File: config.mk
export PLATFORM = sky130hd
export DESIGN_NAME = pwt_timer
export DESIGN_NICKNAME = d
export VERILOG_FILES = /design/src/pwt_pkg.sv /design/src/pwt_timer.sv
export SDC_FILE = /design/constraint.sdc
export NUM_CORES = 1
export LEC_CHECK = 0
export BUFFER_PORTS_ARGS = -buffer_cell sky130_fd_sc_hd__buf_2
export CORE_MARGIN = 5
export CORE_UTILIZATION = 30
export CTS_BUF_LIST = sky130_fd_sc_hd__clkbuf_8 sky130_fd_sc_hd__clkbuf_16
export DETAILED_ROUTE_END_ITERATION = 8
export PLACE_DENSITY = 0.57
export SLEW_MARGIN = 25
export SYNTH_ARGS = -nofsm -noshare
export SYNTH_HDL_FRONTEND = slang
export SYNTH_SLANG_ARGS = --single-unit
export TNS_END_PERCENT = 100
File: constraint.sdc
create_clock -name i_sys_clk -period 3.7 [get_ports i_sys_clk]
set_input_delay 0.37 -clock i_sys_clk [delete_from_list [all_inputs] [get_ports i_sys_clk]]
set_output_delay 0.37 -clock i_sys_clk [all_outputs]
set_load 0.02 [all_outputs]
File: src/pwt_pkg.sv
package pwt_pkg;
   // register byte offsets
   localparam logic [7:0] OFS_A_CTRL   = 8'h00;
   localparam logic [7:0] OFS_A_DATA   = 8'h04;
   localparam logic [7:0] OFS_START    = 8'h08;
   localparam logic [7:0] OFS_STATUS   = 8'h0C;
   localparam logic [7:0] OFS_B_MODE0  = 8'h10;
   localparam logic [7:0] OFS_B_DATA0  = 8'h20;
   localparam logic [7:0] OFS_B_STRIDE = 8'h04;
   // a control fields
   localparam int A_PWM8_BIT    = 0;
   localparam int A_CLK_LSB     = 1;
   localparam int A_TRIG_LSB    = 3;
   localparam int A_TRIG_RISE   = 5;
   localparam int A_CTRL_W      = 6;
   // b mode fields
   localparam int B_MODE_LSB    = 0;
   localparam int B_CLK_LSB     = 2;
   localparam int B_EDGE_LSB    = 4;
   localparam int B_EVSRC_BIT   = 6;
   localparam int B_MODE_W      = 7;
   // start register fields
   localparam int START_A_BIT   = 0;
   localparam int START_B_LSB   = 1;
   // reset values
   localparam logic [15:0] DATA_RST = 16'h0000;
   localparam logic [6:0]  CTRL_RST = 7'h00;
   // pwm period tops: period is top+1 units
   localparam logic [15:0] TOP16 = 16'hFFFE;
   localparam logic [15:0] TOP8  = 16'h00FE;
   // axi responses
   localparam logic [1:0] RESP_OKAY   = 2'h0;
   localparam logic [1:0] RESP_SLVERR = 2'h2;

   typedef enum logic [1:0] {
      PWT_TRIG_SW  = 2'b00,
      PWT_TRIG_PIN = 2'b01,
      PWT_TRIG_OVF = 2'b10
   } pwt_trig_t;

   typedef enum logic [1:0] {
      PWT_BMODE_TIMER = 2'b00,
      PWT_BMODE_EVENT = 2'b01,
      PWT_BMODE_MEAS  = 2'b10,
      PWT_BMODE_RSVD  = 2'b11
   } pwt_bmode_t;

   typedef enum logic [1:0] {
      PWT_EDGE_FALL = 2'b00,
      PWT_EDGE_RISE = 2'b01,
      PWT_EDGE_BOTH = 2'b10,
      PWT_EDGE_RSVD = 2'b11
   } pwt_edge_t;

   // axi4-lite master to slave
   typedef struct packed {
      logic        awvalid;
      logic [7:0]  awaddr;
      logic        wvalid;
      logic [31:0] wdata;
      logic [3:0]  wstrb;
      logic        bready;
      logic        arvalid;
      logic [7:0]  araddr;
      logic        rready;
   } pwt_axil_req_t;

   // axi4-lite slave to master
   typedef struct packed {
      logic        awready;
      logic        wready;
      logic        bvalid;
      logic [1:0]  bresp;
      logic        arready;
      logic        rvalid;
      logic [31:0] rdata;
      logic [1:0]  rresp;
   } pwt_axil_rsp_t;
endpackage : pwt_pkg

File: src/pwt_timer.sv
// The placing of the registers and the AXI4-Lite slave port were decided locally.
`timescale 1ns/10ps
module pwt_timer #(
   parameter int NB = 3
) (
   // clock and reset
   input  wire logic                   i_sys_clk,
   input  wire logic                   i_nrst,
   // register bus
   input  wire pwt_pkg::pwt_axil_req_t i_axil,
   output pwt_pkg::pwt_axil_rsp_t      o_axil,
   // prescaled count source ticks: f1, f8, f32, subclock_div32_source
   input  wire logic [3:0]             i_count_tick,
   // a timer pins and chaining
   input  wire logic                   i_a_timer_trigger_pin,
   input  wire logic                   i_a_overflow,
   output logic                        o_a_timer_pulse_out_pin,
   output logic                        o_a_irq,
   // b timer pins and chaining
   input  wire logic [NB-1:0]          i_b_timer_event_in_pin,
   input  wire logic                   i_b_overflow,
   output logic [NB-1:0]               o_b_irq,
   output logic [NB-1:0]               o_b_underflow
);
   import pwt_pkg::*;

   ////////////////////////////////////////////////////////////////////////////
   // bus slave state
   logic        aw_full;
   logic [7:0]  aw_addr;
   logic        w_full;
   logic [31:0] w_data;
   logic [3:0]  w_strb;
   logic        bvalid;
   logic [1:0]  bresp;
   logic        rvalid;
   logic [31:0] rdata;
   logic [1:0]  rresp;
   logic        wr_go;

   // software registers
   // b_cnt is the live counter, read back through the data offset
   logic [A_CTRL_W-1:0] a_ctrl;
   logic                a_start;
   logic [15:0]         a_reload;
   logic [NB-1:0]       b_start;
   logic [B_MODE_W-1:0] b_mode [NB];
   logic [15:0]         b_reload [NB];
   logic [15:0]         b_cnt [NB];

   // a timer state
   // a_duty is the working copy of the reload, a_div the latched prescale
   logic        a_run;
   logic [15:0] a_cnt;
   logic [15:0] a_duty;
   logic [7:0]  a_div;
   logic [7:0]  a_pre;
   logic        a_out;

   // byte-lane merge for the 16-bit data registers
   // only lanes 0 and 1 exist, upper strobes are dropped
   function automatic logic [15:0] merge16(input logic [15:0] old,
                                           input logic [31:0] d,
                                           input logic [3:0]  s);
      merge16 = {s[1] ? d[15:8] : old[15:8], s[0] ? d[7:0] : old[7:0]};
   endfunction : merge16

   ////////////////////////////////////////////////////////////////////////////
   // write channel: address and data taken in either order
   // the next write waits until the response slot has drained
   assign wr_go = aw_full && w_full && !bvalid;

   always_ff @(posedge i_sys_clk or negedge i_nrst) begin
      if (!i_nrst) begin
         aw_full <= 1'b0;
         aw_addr <= 8'h00;
         w_full  <= 1'b0;
         w_data  <= 32'h0000_0000;
         w_strb  <= 4'h0;
      end else begin
         if (i_axil.awvalid && !aw_full) begin
            aw_full <= 1'b1;
            aw_addr <= i_axil.awaddr;
         end else if (wr_go) begin
            aw_full <= 1'b0;
         end
         if (i_axil.wvalid && !w_full) begin
            w_full <= 1'b1;
            w_data <= i_axil.wdata;
            w_strb <= i_axil.wstrb;
         end else if (wr_go) begin
            w_full <= 1'b0;
         end
      end
   end

   // write response and register writes
   always_ff @(posedge i_sys_clk or negedge i_nrst) begin
      if (!i_nrst) begin
         bvalid   <= 1'b0;
         bresp    <= RESP_OKAY;
         a_ctrl   <= CTRL_RST[A_CTRL_W-1:0];
         a_start  <= 1'b0;
         b_start  <= '0;
         a_reload <= DATA_RST;
         for (int i = 0; i < NB; i++) begin
            b_mode[i]   <= CTRL_RST[B_MODE_W-1:0];
            b_reload[i] <= DATA_RST;
         end
      end else begin
         if (bvalid && i_axil.bready) begin
            bvalid <= 1'b0;
         end
         if (wr_go) begin
            bvalid <= 1'b1;
            bresp  <= RESP_OKAY;
            if (aw_addr[7:2] == OFS_A_CTRL[7:2]) begin
               if (w_strb[0]) a_ctrl <= w_data[A_CTRL_W-1:0];
            end else if (aw_addr[7:2] == OFS_A_DATA[7:2]) begin
               a_reload <= merge16(a_reload, w_data, w_strb);
            end else if (aw_addr[7:2] == OFS_START[7:2]) begin
               if (w_strb[0]) begin
                  a_start <= w_data[START_A_BIT];
                  b_start <= w_data[START_B_LSB +: NB];
               end
            end else if (aw_addr[7:2] == OFS_STATUS[7:2]) begin
               bresp <= RESP_OKAY;                                // read-only, ignored
            end else begin
               bresp <= RESP_SLVERR;
               for (int i = 0; i < NB; i++) begin
                  if (aw_addr[7:2] == OFS_B_MODE0[7:2] + i[5:0]) begin
                     bresp <= RESP_OKAY;
                     if (w_strb[0]) b_mode[i] <= w_data[B_MODE_W-1:0];
                  end
                  if (aw_addr[7:2] == OFS_B_DATA0[7:2] + i[5:0]) begin
                     bresp       <= RESP_OKAY;
                     b_reload[i] <= merge16(b_reload[i], w_data, w_strb);
                  end
               end
            end
         end
      end
   end

   ////////////////////////////////////////////////////////////////////////////
   // read channel: answer one cycle after address taken
   // a new address waits while the previous answer still stands
   always_ff @(posedge i_sys_clk or negedge i_nrst) begin
      if (!i_nrst) begin
         rvalid <= 1'b0;
         rdata  <= 32'h0000_0000;
         rresp  <= RESP_OKAY;
      end else if (rvalid) begin
         if (i_axil.rready) rvalid <= 1'b0;
      end else if (i_axil.arvalid) begin
         rvalid <= 1'b1;
         rresp  <= RESP_OKAY;
         rdata  <= 32'h0000_0000;
         if (i_axil.araddr[7:2] == OFS_A_CTRL[7:2]) begin
            rdata[A_CTRL_W-1:0] <= a_ctrl;
         end else if (i_axil.araddr[7:2] == OFS_A_DATA[7:2]) begin
            rdata <= 32'h0000_0000;
         end else if (i_axil.araddr[7:2] == OFS_START[7:2]) begin
            rdata[START_B_LSB +: NB] <= b_start;
            rdata[START_A_BIT]       <= a_start;
         end else if (i_axil.araddr[7:2] == OFS_STATUS[7:2]) begin
            rdata[1:0] <= {a_run, a_out};
         end else begin
            rresp <= RESP_SLVERR;
            for (int i = 0; i < NB; i++) begin
               if (i_axil.araddr[7:2] == OFS_B_MODE0[7:2] + i[5:0]) begin
                  rresp                <= RESP_OKAY;
                  rdata[B_MODE_W-1:0]  <= b_mode[i];
               end
               if (i_axil.araddr[7:2] == OFS_B_DATA0[7:2] + i[5:0]) begin
                  rresp       <= RESP_OKAY;
                  rdata[15:0] <= b_cnt[i];
               end
            end
         end
      end
   end

   // bus outputs
   // readies drop while a word is held, stalling the next transfer
   assign o_axil.awready = !aw_full;
   assign o_axil.wready  = !w_full;
   assign o_axil.bvalid  = bvalid;
   assign o_axil.bresp   = bresp;
   assign o_axil.arready = !rvalid;
   assign o_axil.rvalid  = rvalid;
   assign o_axil.rdata   = rdata;
   assign o_axil.rresp   = rresp;

   ////////////////////////////////////////////////////////////////////////////
   // pin synchronisers: two flops, third stage for edges
   // stage one feeds stage two only; stage three is edge history
   // all stages reset low, the idle level of the pins
   logic          trg_s1, trg_s2, trg_s3;
   logic [NB-1:0] ev_s1, ev_s2, ev_s3;

   always_ff @(posedge i_sys_clk or negedge i_nrst) begin
      if (!i_nrst) begin
         {trg_s1, trg_s2, trg_s3} <= 3'h0;
         ev_s1 <= '0;
         ev_s2 <= '0;
         ev_s3 <= '0;
      end else begin
         trg_s1 <= i_a_timer_trigger_pin;
         trg_s2 <= trg_s1;
         trg_s3 <= trg_s2;
         ev_s1  <= i_b_timer_event_in_pin;
         ev_s2  <= ev_s1;
         ev_s3  <= ev_s2;
      end
   end

   ////////////////////////////////////////////////////////////////////////////
   // a timer pwm control decode
   // unit strobe: every tick in 16-bit mode, every (m+1)th in 8-bit
   logic        a_pwm8, a_src, a_unit, a_trig, a_go, next_high;
   logic [15:0] a_top, a_n, a_elapsed;
   pwt_trig_t   a_tsel;

   assign a_pwm8    = a_ctrl[A_PWM8_BIT];
   assign a_tsel    = pwt_trig_t'(a_ctrl[A_TRIG_LSB +: 2]);
   assign a_src     = i_count_tick[a_ctrl[A_CLK_LSB +: 2]];
   assign a_top     = a_pwm8 ? TOP8 : TOP16;
   assign a_n       = a_pwm8 ? {8'h00, a_duty[15:8]} : a_duty;
   assign a_unit    = a_src && (!a_pwm8 || a_pre == 8'h00);
   assign a_elapsed = a_top - a_cnt;
   assign next_high = a_run && (a_elapsed < a_n);

   // start conditions; pin used as trigger only when selected
   // with software select the armed flag alone starts the run
   always_comb begin
      a_trig = 1'b0;
      case (a_tsel)
         PWT_TRIG_SW:  a_trig = 1'b1;
         PWT_TRIG_PIN: a_trig = a_ctrl[A_TRIG_RISE] ? (trg_s2 && !trg_s3)
                                                    : (!trg_s2 && trg_s3);
         PWT_TRIG_OVF: a_trig = i_a_overflow;
         default:      a_trig = 1'b0;
      endcase
   end
   assign a_go = a_start && !a_run && a_trig;

   // a timer counter, prescaler and reload
   // triggers are looked at only while idle, so none reloads a run
   // duty latch and prescale divisor reload together at period end
   always_ff @(posedge i_sys_clk or negedge i_nrst) begin
      if (!i_nrst) begin
         a_run  <= 1'b0;
         a_cnt  <= 16'h0000;
         a_duty <= DATA_RST;
         a_div  <= 8'h00;
         a_pre  <= 8'h00;
      end else if (!a_start) begin
         a_run <= 1'b0;
         if (wr_go && aw_addr[7:2] == OFS_A_DATA[7:2]) begin
            a_duty <= merge16(a_duty, w_data, w_strb);
         end
      end else if (a_go) begin
         a_run  <= 1'b1;
         a_cnt  <= a_top;
         a_duty <= a_reload;
         a_div  <= a_reload[7:0];
         a_pre  <= a_reload[7:0];
      end else if (a_run) begin
         if (a_pwm8 && a_src) begin
            a_pre <= (a_pre == 8'h00) ? a_div : a_pre - 8'h01;
         end
         if (a_unit) begin
            if (a_cnt == 16'h0000) begin
               a_cnt  <= a_top;
               a_duty <= a_reload;
               a_div  <= a_reload[7:0];
            end else begin
               a_cnt <= a_cnt - 16'h0001;
            end
         end
      end
   end

   // pulse output and falling-edge request
   // a stop drops the pulse within two cycles and raises no request
   always_ff @(posedge i_sys_clk or negedge i_nrst) begin
      if (!i_nrst) begin
         a_out   <= 1'b0;
         o_a_irq <= 1'b0;
      end else begin
         a_out   <= next_high;
         o_a_irq <= a_out && !next_high && a_run && a_start;
      end
   end
   assign o_a_timer_pulse_out_pin = a_out;

   ////////////////////////////////////////////////////////////////////////////
   // b timers, one per channel
   // measurement mode is not built; such a channel holds its count
   for (genvar g = 0; g < NB; g++) begin : g_b
      pwt_bmode_t bm;
      pwt_edge_t  be;
      // per-channel decode, synchronised pin edges and tick
      logic       rise, fall, pin_ev, tick, wr_data;

      assign bm      = pwt_bmode_t'(b_mode[g][B_MODE_LSB +: 2]);
      assign be      = pwt_edge_t'(b_mode[g][B_EDGE_LSB +: 2]);
      assign rise    = ev_s2[g] && !ev_s3[g];
      assign fall    = !ev_s2[g] && ev_s3[g];
      assign pin_ev  = (be == PWT_EDGE_RISE) ? rise :
                       (be == PWT_EDGE_BOTH) ? (rise || fall) : fall;
      assign wr_data = wr_go && aw_addr[7:2] == OFS_B_DATA0[7:2] + 6'(g);

      // count source per mode; measurement mode does not count here
      // the overflow source is a same-clock pulse and needs no sync
      always_comb begin
         tick = 1'b0;
         case (bm)
            PWT_BMODE_TIMER: tick = i_count_tick[b_mode[g][B_CLK_LSB +: 2]];
            PWT_BMODE_EVENT: tick = b_mode[g][B_EVSRC_BIT] ? i_b_overflow
                                                           : pin_ev;
            default:         tick = 1'b0;
         endcase
      end

      // down counter with reload on underflow
      // stopped: a data write reaches the counter; running: reload only
      always_ff @(posedge i_sys_clk or negedge i_nrst) begin
         if (!i_nrst) begin
            b_cnt[g]         <= DATA_RST;
            o_b_irq[g]       <= 1'b0;
            o_b_underflow[g] <= 1'b0;
         end else begin
            o_b_irq[g]       <= 1'b0;
            o_b_underflow[g] <= 1'b0;
            if (!b_start[g]) begin
               if (wr_data) b_cnt[g] <= merge16(b_cnt[g], w_data, w_strb);
            end else if (tick) begin
               if (b_cnt[g] == 16'h0000) begin
                  b_cnt[g]         <= b_reload[g];
                  o_b_irq[g]       <= 1'b1;
                  o_b_underflow[g] <= 1'b1;
               end else begin
                  b_cnt[g] <= b_cnt[g] - 16'h0001;
               end
            end
         end
      end
   end

endmodule : pwt_timer

Word-level counts from Yosys, hierarchy flattened

Index checks and enable logic that the tools add are counted.
Widths: inputs -> output; s select.

Logic and storage cells: 312
Input port bits: 69
Flip-flop bits (word level): 275

$lt $le $gt $ge: 5
Muxes and demuxes: 114
Reduce and logical (&&, ||, !) cells: 99
Equality and inequality tests: 36
Bitwise logic cells: 5
$add $sub $neg: 6

Operators by type and width:

| kind                  | number |
|---|---|
| $mux 16               | 34 |
| $mux 8                | 10 |
| $logic_not 16->1      | 4 |
| $sub 16x1->16 const B | 4 |
| $reduce_and 7->1      | 9 |
| $mux 2                | 21 |
| $reduce_bool 2->1     | 19 |
| $eq 6x3->1 const B    | 6 |
| $eq 6x4->1 const B    | 6 |
| $mux 1                | 33 |
| $reduce_and 3->1      | 9 |
| $logic_and 1x1->1     | 25 |
| $eq 6x2->1 const B    | 4 |
| $mux 7                | 3 |
| $lt 16x16->1          | 1 |
| $sub 16x16->16        | 1 |
| $logic_not 1->1       | 15 |
| $reduce_and 5->1      | 3 |
| $eq 2x1->1 const B    | 7 |
| $mux 14               | 1 |
| $eq 6x1->1 const B    | 2 |
| $logic_not 6->1       | 2 |
| $lt 2x3->1 const B    | 4 |
| $mux 12               | 1 |
| other kinds (16)      | 41 |

Logic depth before layout (Yosys ltp)

Word-level depth: 17
Gate-level depth with buffers: 14

Worst setup path after synthesis

OpenSTA, ideal clock, no wires.

Path type: reg2reg
Start point: register a_ctrl[0]
End point: register a_out (netlist: o_a_timer_pulse_out_pin)
Arrival time: 3.241 ns
Slack: 0.338 ns
Stages on the path, launching flop included: 14
Data required time: 3.580 ns
Cells stage by stage: dfrtp_1 > inv_1 > clkbuf_1 > ha_1 > o21a_1 > o31a_1 > o41ai_1 > o21bai_1 > a21oi_1 > xnor2_1 > ha_1 > nand2_1 > or4_1 > and4_1

Word-level cells in the longest chain between the ends: 4
Elaborated cells between the ends (all ways): 5

Ends and longest elaborated chain:

| element                | line             | RTL |
|---|---|---|
| start, declared        | pwt_timer.sv:43  | `logic [A_CTRL_W-1:0] a_ctrl;` |
| start signal, assigned | pwt_timer.sv:102 | `a_ctrl <= CTRL_RST[A_CTRL_W-1:0];` |
| start signal, assigned | pwt_timer.sv:118 | `if (w_strb[0]) a_ctrl <= w_data[A_CTRL_W-1:0];` |
| $mux 16                | pwt_timer.sv:228 | `assign a_top = a_pwm8 ? TOP8 : TOP16;` |
| $sub 16x16->16         | pwt_timer.sv:231 | `assign a_elapsed = a_top - a_cnt;` |
| $lt 16x16->1 *         | pwt_timer.sv:232 | `assign next_high = a_run && (a_elapsed < a_n);` |
| $logic_and 1x1->1 *    | pwt_timer.sv:232 |  |
| net next_high          | pwt_timer.sv:221 | `logic a_pwm8, a_src, a_unit, a_trig, a_go, next_high;` |
| end signal, assigned   | pwt_timer.sv:292 | `a_out <= next_high;` |
| end, declared          | pwt_timer.sv:58  | `logic a_out;` |

Mark *: on every way through the listed nets, which the timed path passes. The rest lies on a longest branch.
A chain may end at the register's enable or synchronous reset.

Worst setup path in the final report

Start point: register aw_addr[3]
End point: register b_cnt[27] in the netlist's numbering

Word-level cells in the longest chain between the ends: 4

Ends and longest elaborated chain:

| element                       | line             | RTL |
|---|---|---|
| start, declared               | pwt_timer.sv:30  | `logic [7:0] aw_addr;` |
| start signal, assigned        | pwt_timer.sv:83  | `aw_addr <= i_axil.awaddr;` |
| $eq 6x4->1                    | pwt_timer.sv:313 | `assign wr_data = wr_go && aw_addr[7:2] == OFS_B_DATA0[7:2] + 6'(g);` |
| $logic_and 1x1->1             | pwt_timer.sv:313 |  |
| $reduce_bool 2->1 (no line)   | -                |  |
| $reduce_and 3->1 (no line)    | -                |  |
| end signal, assigned by index | pwt_timer.sv:338 | `if (wr_data) b_cnt[g] <= merge16(b_cnt[g], w_data, w_strb);` |
| end signal, assigned by index | pwt_timer.sv:341 | `b_cnt[g] <= b_reload[g];` |
| end signal, assigned by index | pwt_timer.sv:345 | `b_cnt[g] <= b_cnt[g] - 16'h0001;` |
| end, declared                 | pwt_timer.sv:49  | `logic [15:0] b_cnt [NB];` |

Every way passes these cells.

==> results.yml <==
sta:
  finalSetupViolCount: 0
  period_share_pct: 88.7
  hold_slack_ps: 34.8
  tightestPinTransition_ps: 979
  min_period_ps: 3280
  slew_violations: 0
  hold_violations: 0
  slew_headroom_pct: 34.5
  setup_slack_ps: 420
  rsz0062_at_grt: "false"
  max_freq_ghz: 0.305
  fin_skew_ps: 9.52
  fin_setup_tns_ps: 0
die:
  die_y_um: 229
  core_mm2: 0.0475
  dieArea_mm2: 0.0523
  die_width_um: 229
  num_rows: 80
  ios: 118
  start_util_pct: 30.2
drt:
  drt_iter0_drc: 718
  drt-pass1-iter-count: 5
  routed_wl_mm: 40.5
  num_vias: 11200
  ant_nets: 0
  post-route-drc-count: 0
  viasPerCell: 5.22
  routedWlPerCell_um: 18.8
pwr:
  vdd_drop_max_uv: 290
  p_leak_nw: 7.17
  power-per-cell-area_mw_per_mm2: 770
finish:
  final_cell_mix: "dfrtp_1 (255), nand2_1 (142), mux2_2 (142)"
  syn_to_final_growth_pct: 15.1
  nets: 1618
  drive_above_1_share_pct: 21.2
  fill_cells: 4730
  layout_commonest_cell: "dfrtp_1"
synth:
  avgSynthCellArea_um2: 9.94
  ys_types: 80
  synth-main-ff-cell: "dfrtp_1"
  netlist_instances: 1442
  synth-seq-area-share_pct: 44.5
  netlist_area_mm2: 0.0143
  yosys_warnings: 0
  synth.ff_latch_count: 255
  synth_edf_count: 0
  async_reset_ff_share_pct: 100
global_routing:
  overflow: 0
  grt_max_degree: 90
  grtUsageTotal_pct: 15.1
  grt_pass1_wl_mm: 64.4
  first_global_vias: 11100
  antenna_found_initial: 1
cts:
  cts_tree: "built"
  h-tree-depth: 1
  path_clk_slew_ps: 60
  ctsRootBufferMaster: "clkbuf_16"
  numCtsBuffers: 31
  clk_latency_ps: 570
  post_cts_buffers: 0
  cts_buffer_depth: 3
  cts_num_sinks: 255
place:
  hpwlAfterDp_mm: 28.6
  place.gp.congestion: 0.881
  dp_slack_ps: 516
  port_buffers: 77
min_path:
  hp-class: "in2reg"
  holdPathStages: 2
  holdPathEnd: "w_strb[1]"
  min_from: "i_axil[12]"
critical_path:
  r2r-end: "b_cnt[27]"
  critPathKind: "reg2reg"
  reg2reg_depth: 5
  crit_start: "aw_addr[3]"
  slowest_stage: "o21bai_1"
  slowest_delay_ps: 920
  critPathBufInv: 0
  reg2reg_slack_ps: 420
  crit_required_ps: 4190
  path_max_fanout: 15
  critPathTopFamily: "simple AND/OR/NAND/NOR gates"
  crit_chain: "nor4b_1 -> nand2_1 -> o21bai_1 -> o21ai_0 -> o2bb2ai_1"
  cp_data_arrival_time_ps: 3770
  startpoint_type: "register"
  end_kind: "register"
  r2r_start: "aw_addr[3]"
status:
  run_status: "finished, final reports clean"
run:
  maxCapViolCount: 0
-- final cells by class --
class,instances,area (um2),area share (%)
antenna,1,2.50,0.0152
tap,615,769,4.66
inverter,56,210,1.27
multi-input combinational,1044,7330,44.4
clock inverter,18,151,0.918
timing repair buffer,122,778,4.72
sequential,255,6380,38.7
clock buffer,38,872,5.29
-- synthesized netlist by cell type, types with 5 or more instances --
cell	number	area, um2
a22oi_1	11	82.6
or4_1	7	52.6
nor3_1	33	165
buf_2	7	35.0
nor4b_1	5	43.8
dfrtp_1	255	6380
a31oi_1	27	169
or3_1	6	37.5
nand4b_1	6	52.6
nand3b_1	9	67.6
nor4_1	16	100
nand2_1	142	533
nand2b_1	14	87.6
o21ai_0	109	546
o22ai_1	11	68.8
o22a_1	8	70.1
nand4_1	15	93.8
o21ai_1	5	25.0
nor2b_1	8	50.1
a21oi_1	59	295
o211ai_1	19	143
a21o_1	9	67.6
mux2i_1	38	380
mux2_2	142	1600
inv_1	55	206
xnor2_1	28	245
xor2_1	18	158
or3b_2	5	43.8
buf_4	23	173
o21a_1	14	105
clkbuf_1	67	251
ha_1	39	488
nand3_1	21	105
buf_1	6	22.5
a22o_1	14	123
nor2_1	100	375
-- cells by family after synthesis --
| group | synth area share, % |
|---|---|
| and+or+nand+nor | 13.9 |
| AOI/OAI and AO/OA | 16.0 |
| DFF | 44.5 |
| muxes | 14.4 |
| buffers and inverters | 4.90 |
| xor gates and xnor gates | 2.81 |
| adders and majority gates | 3.40 |
| other | 0.0262 |
-- worst max-delay path by stage --
stage,end,slack [ps],cells after the start
floorplan,o_a_timer_pulse_out_pin,340,13
global placement,o_a_timer_pulse_out_pin,540,12
detailed placement,b_cnt[27],520,5
CTS,b_cnt[27],470,5
global route,b_cnt[27],220,5
finish,b_cnt[27],420,5
-- power by group --
part	switching (W)	internal [W]
clock network	0.00124	0.00180
logic	0.00244	0.00211
registers	0.00138	0.00373
total	0.00506	0.00764
-- timing repair --
item	in CTS	in global routing
resized for setup	0	0
endpoints found under the hold margin	97	0
hold buffers	13	0
endpoints found under the setup margin	0	0
-- metrics by stage --
stage / instance area (um2) / cells / util [%] / power [W]
floorplan: 14400 / 1459 / - / 0.00811
global placement: 15300 / 2079 / 32.3 / 0.00953
detailed placement: 15300 / 2079 / 32.3 / 0.00967
CTS: 16500 / 2148 / 34.7 / 0.0128
global route: 16500 / 2148 / 34.7 / 0.0136
finish: 16500 / 2149 / 34.7 / 0.0127
-- state kept, by name, indices dropped and copies added (netlist names), 6 cells and up --
name	count
w_data	16
a_div	8
a_ctrl	6
b_cnt	48
a_cnt	16
a_duty	16
aw_addr	6
b_reload	48
a_reload	16
b_mode	21
rdata	16
a_pre	8
-- layer usage --
| metal | share of wire, % | up-vias | track usage [%] |
|---|---|---|---|
| met5 | 0 | - | 0 |
| met1 | 48 | 5518 | 22.1 |
| met2 | 44 | 312 | 23.4 |
| li1 | - | 5325 | - |
| met4 | 2.4 | 0 | 3.84 |
| met3 | 5.8 | 60 | 2.46 |
No activity file was read; power rests on OpenSTA's default activity.
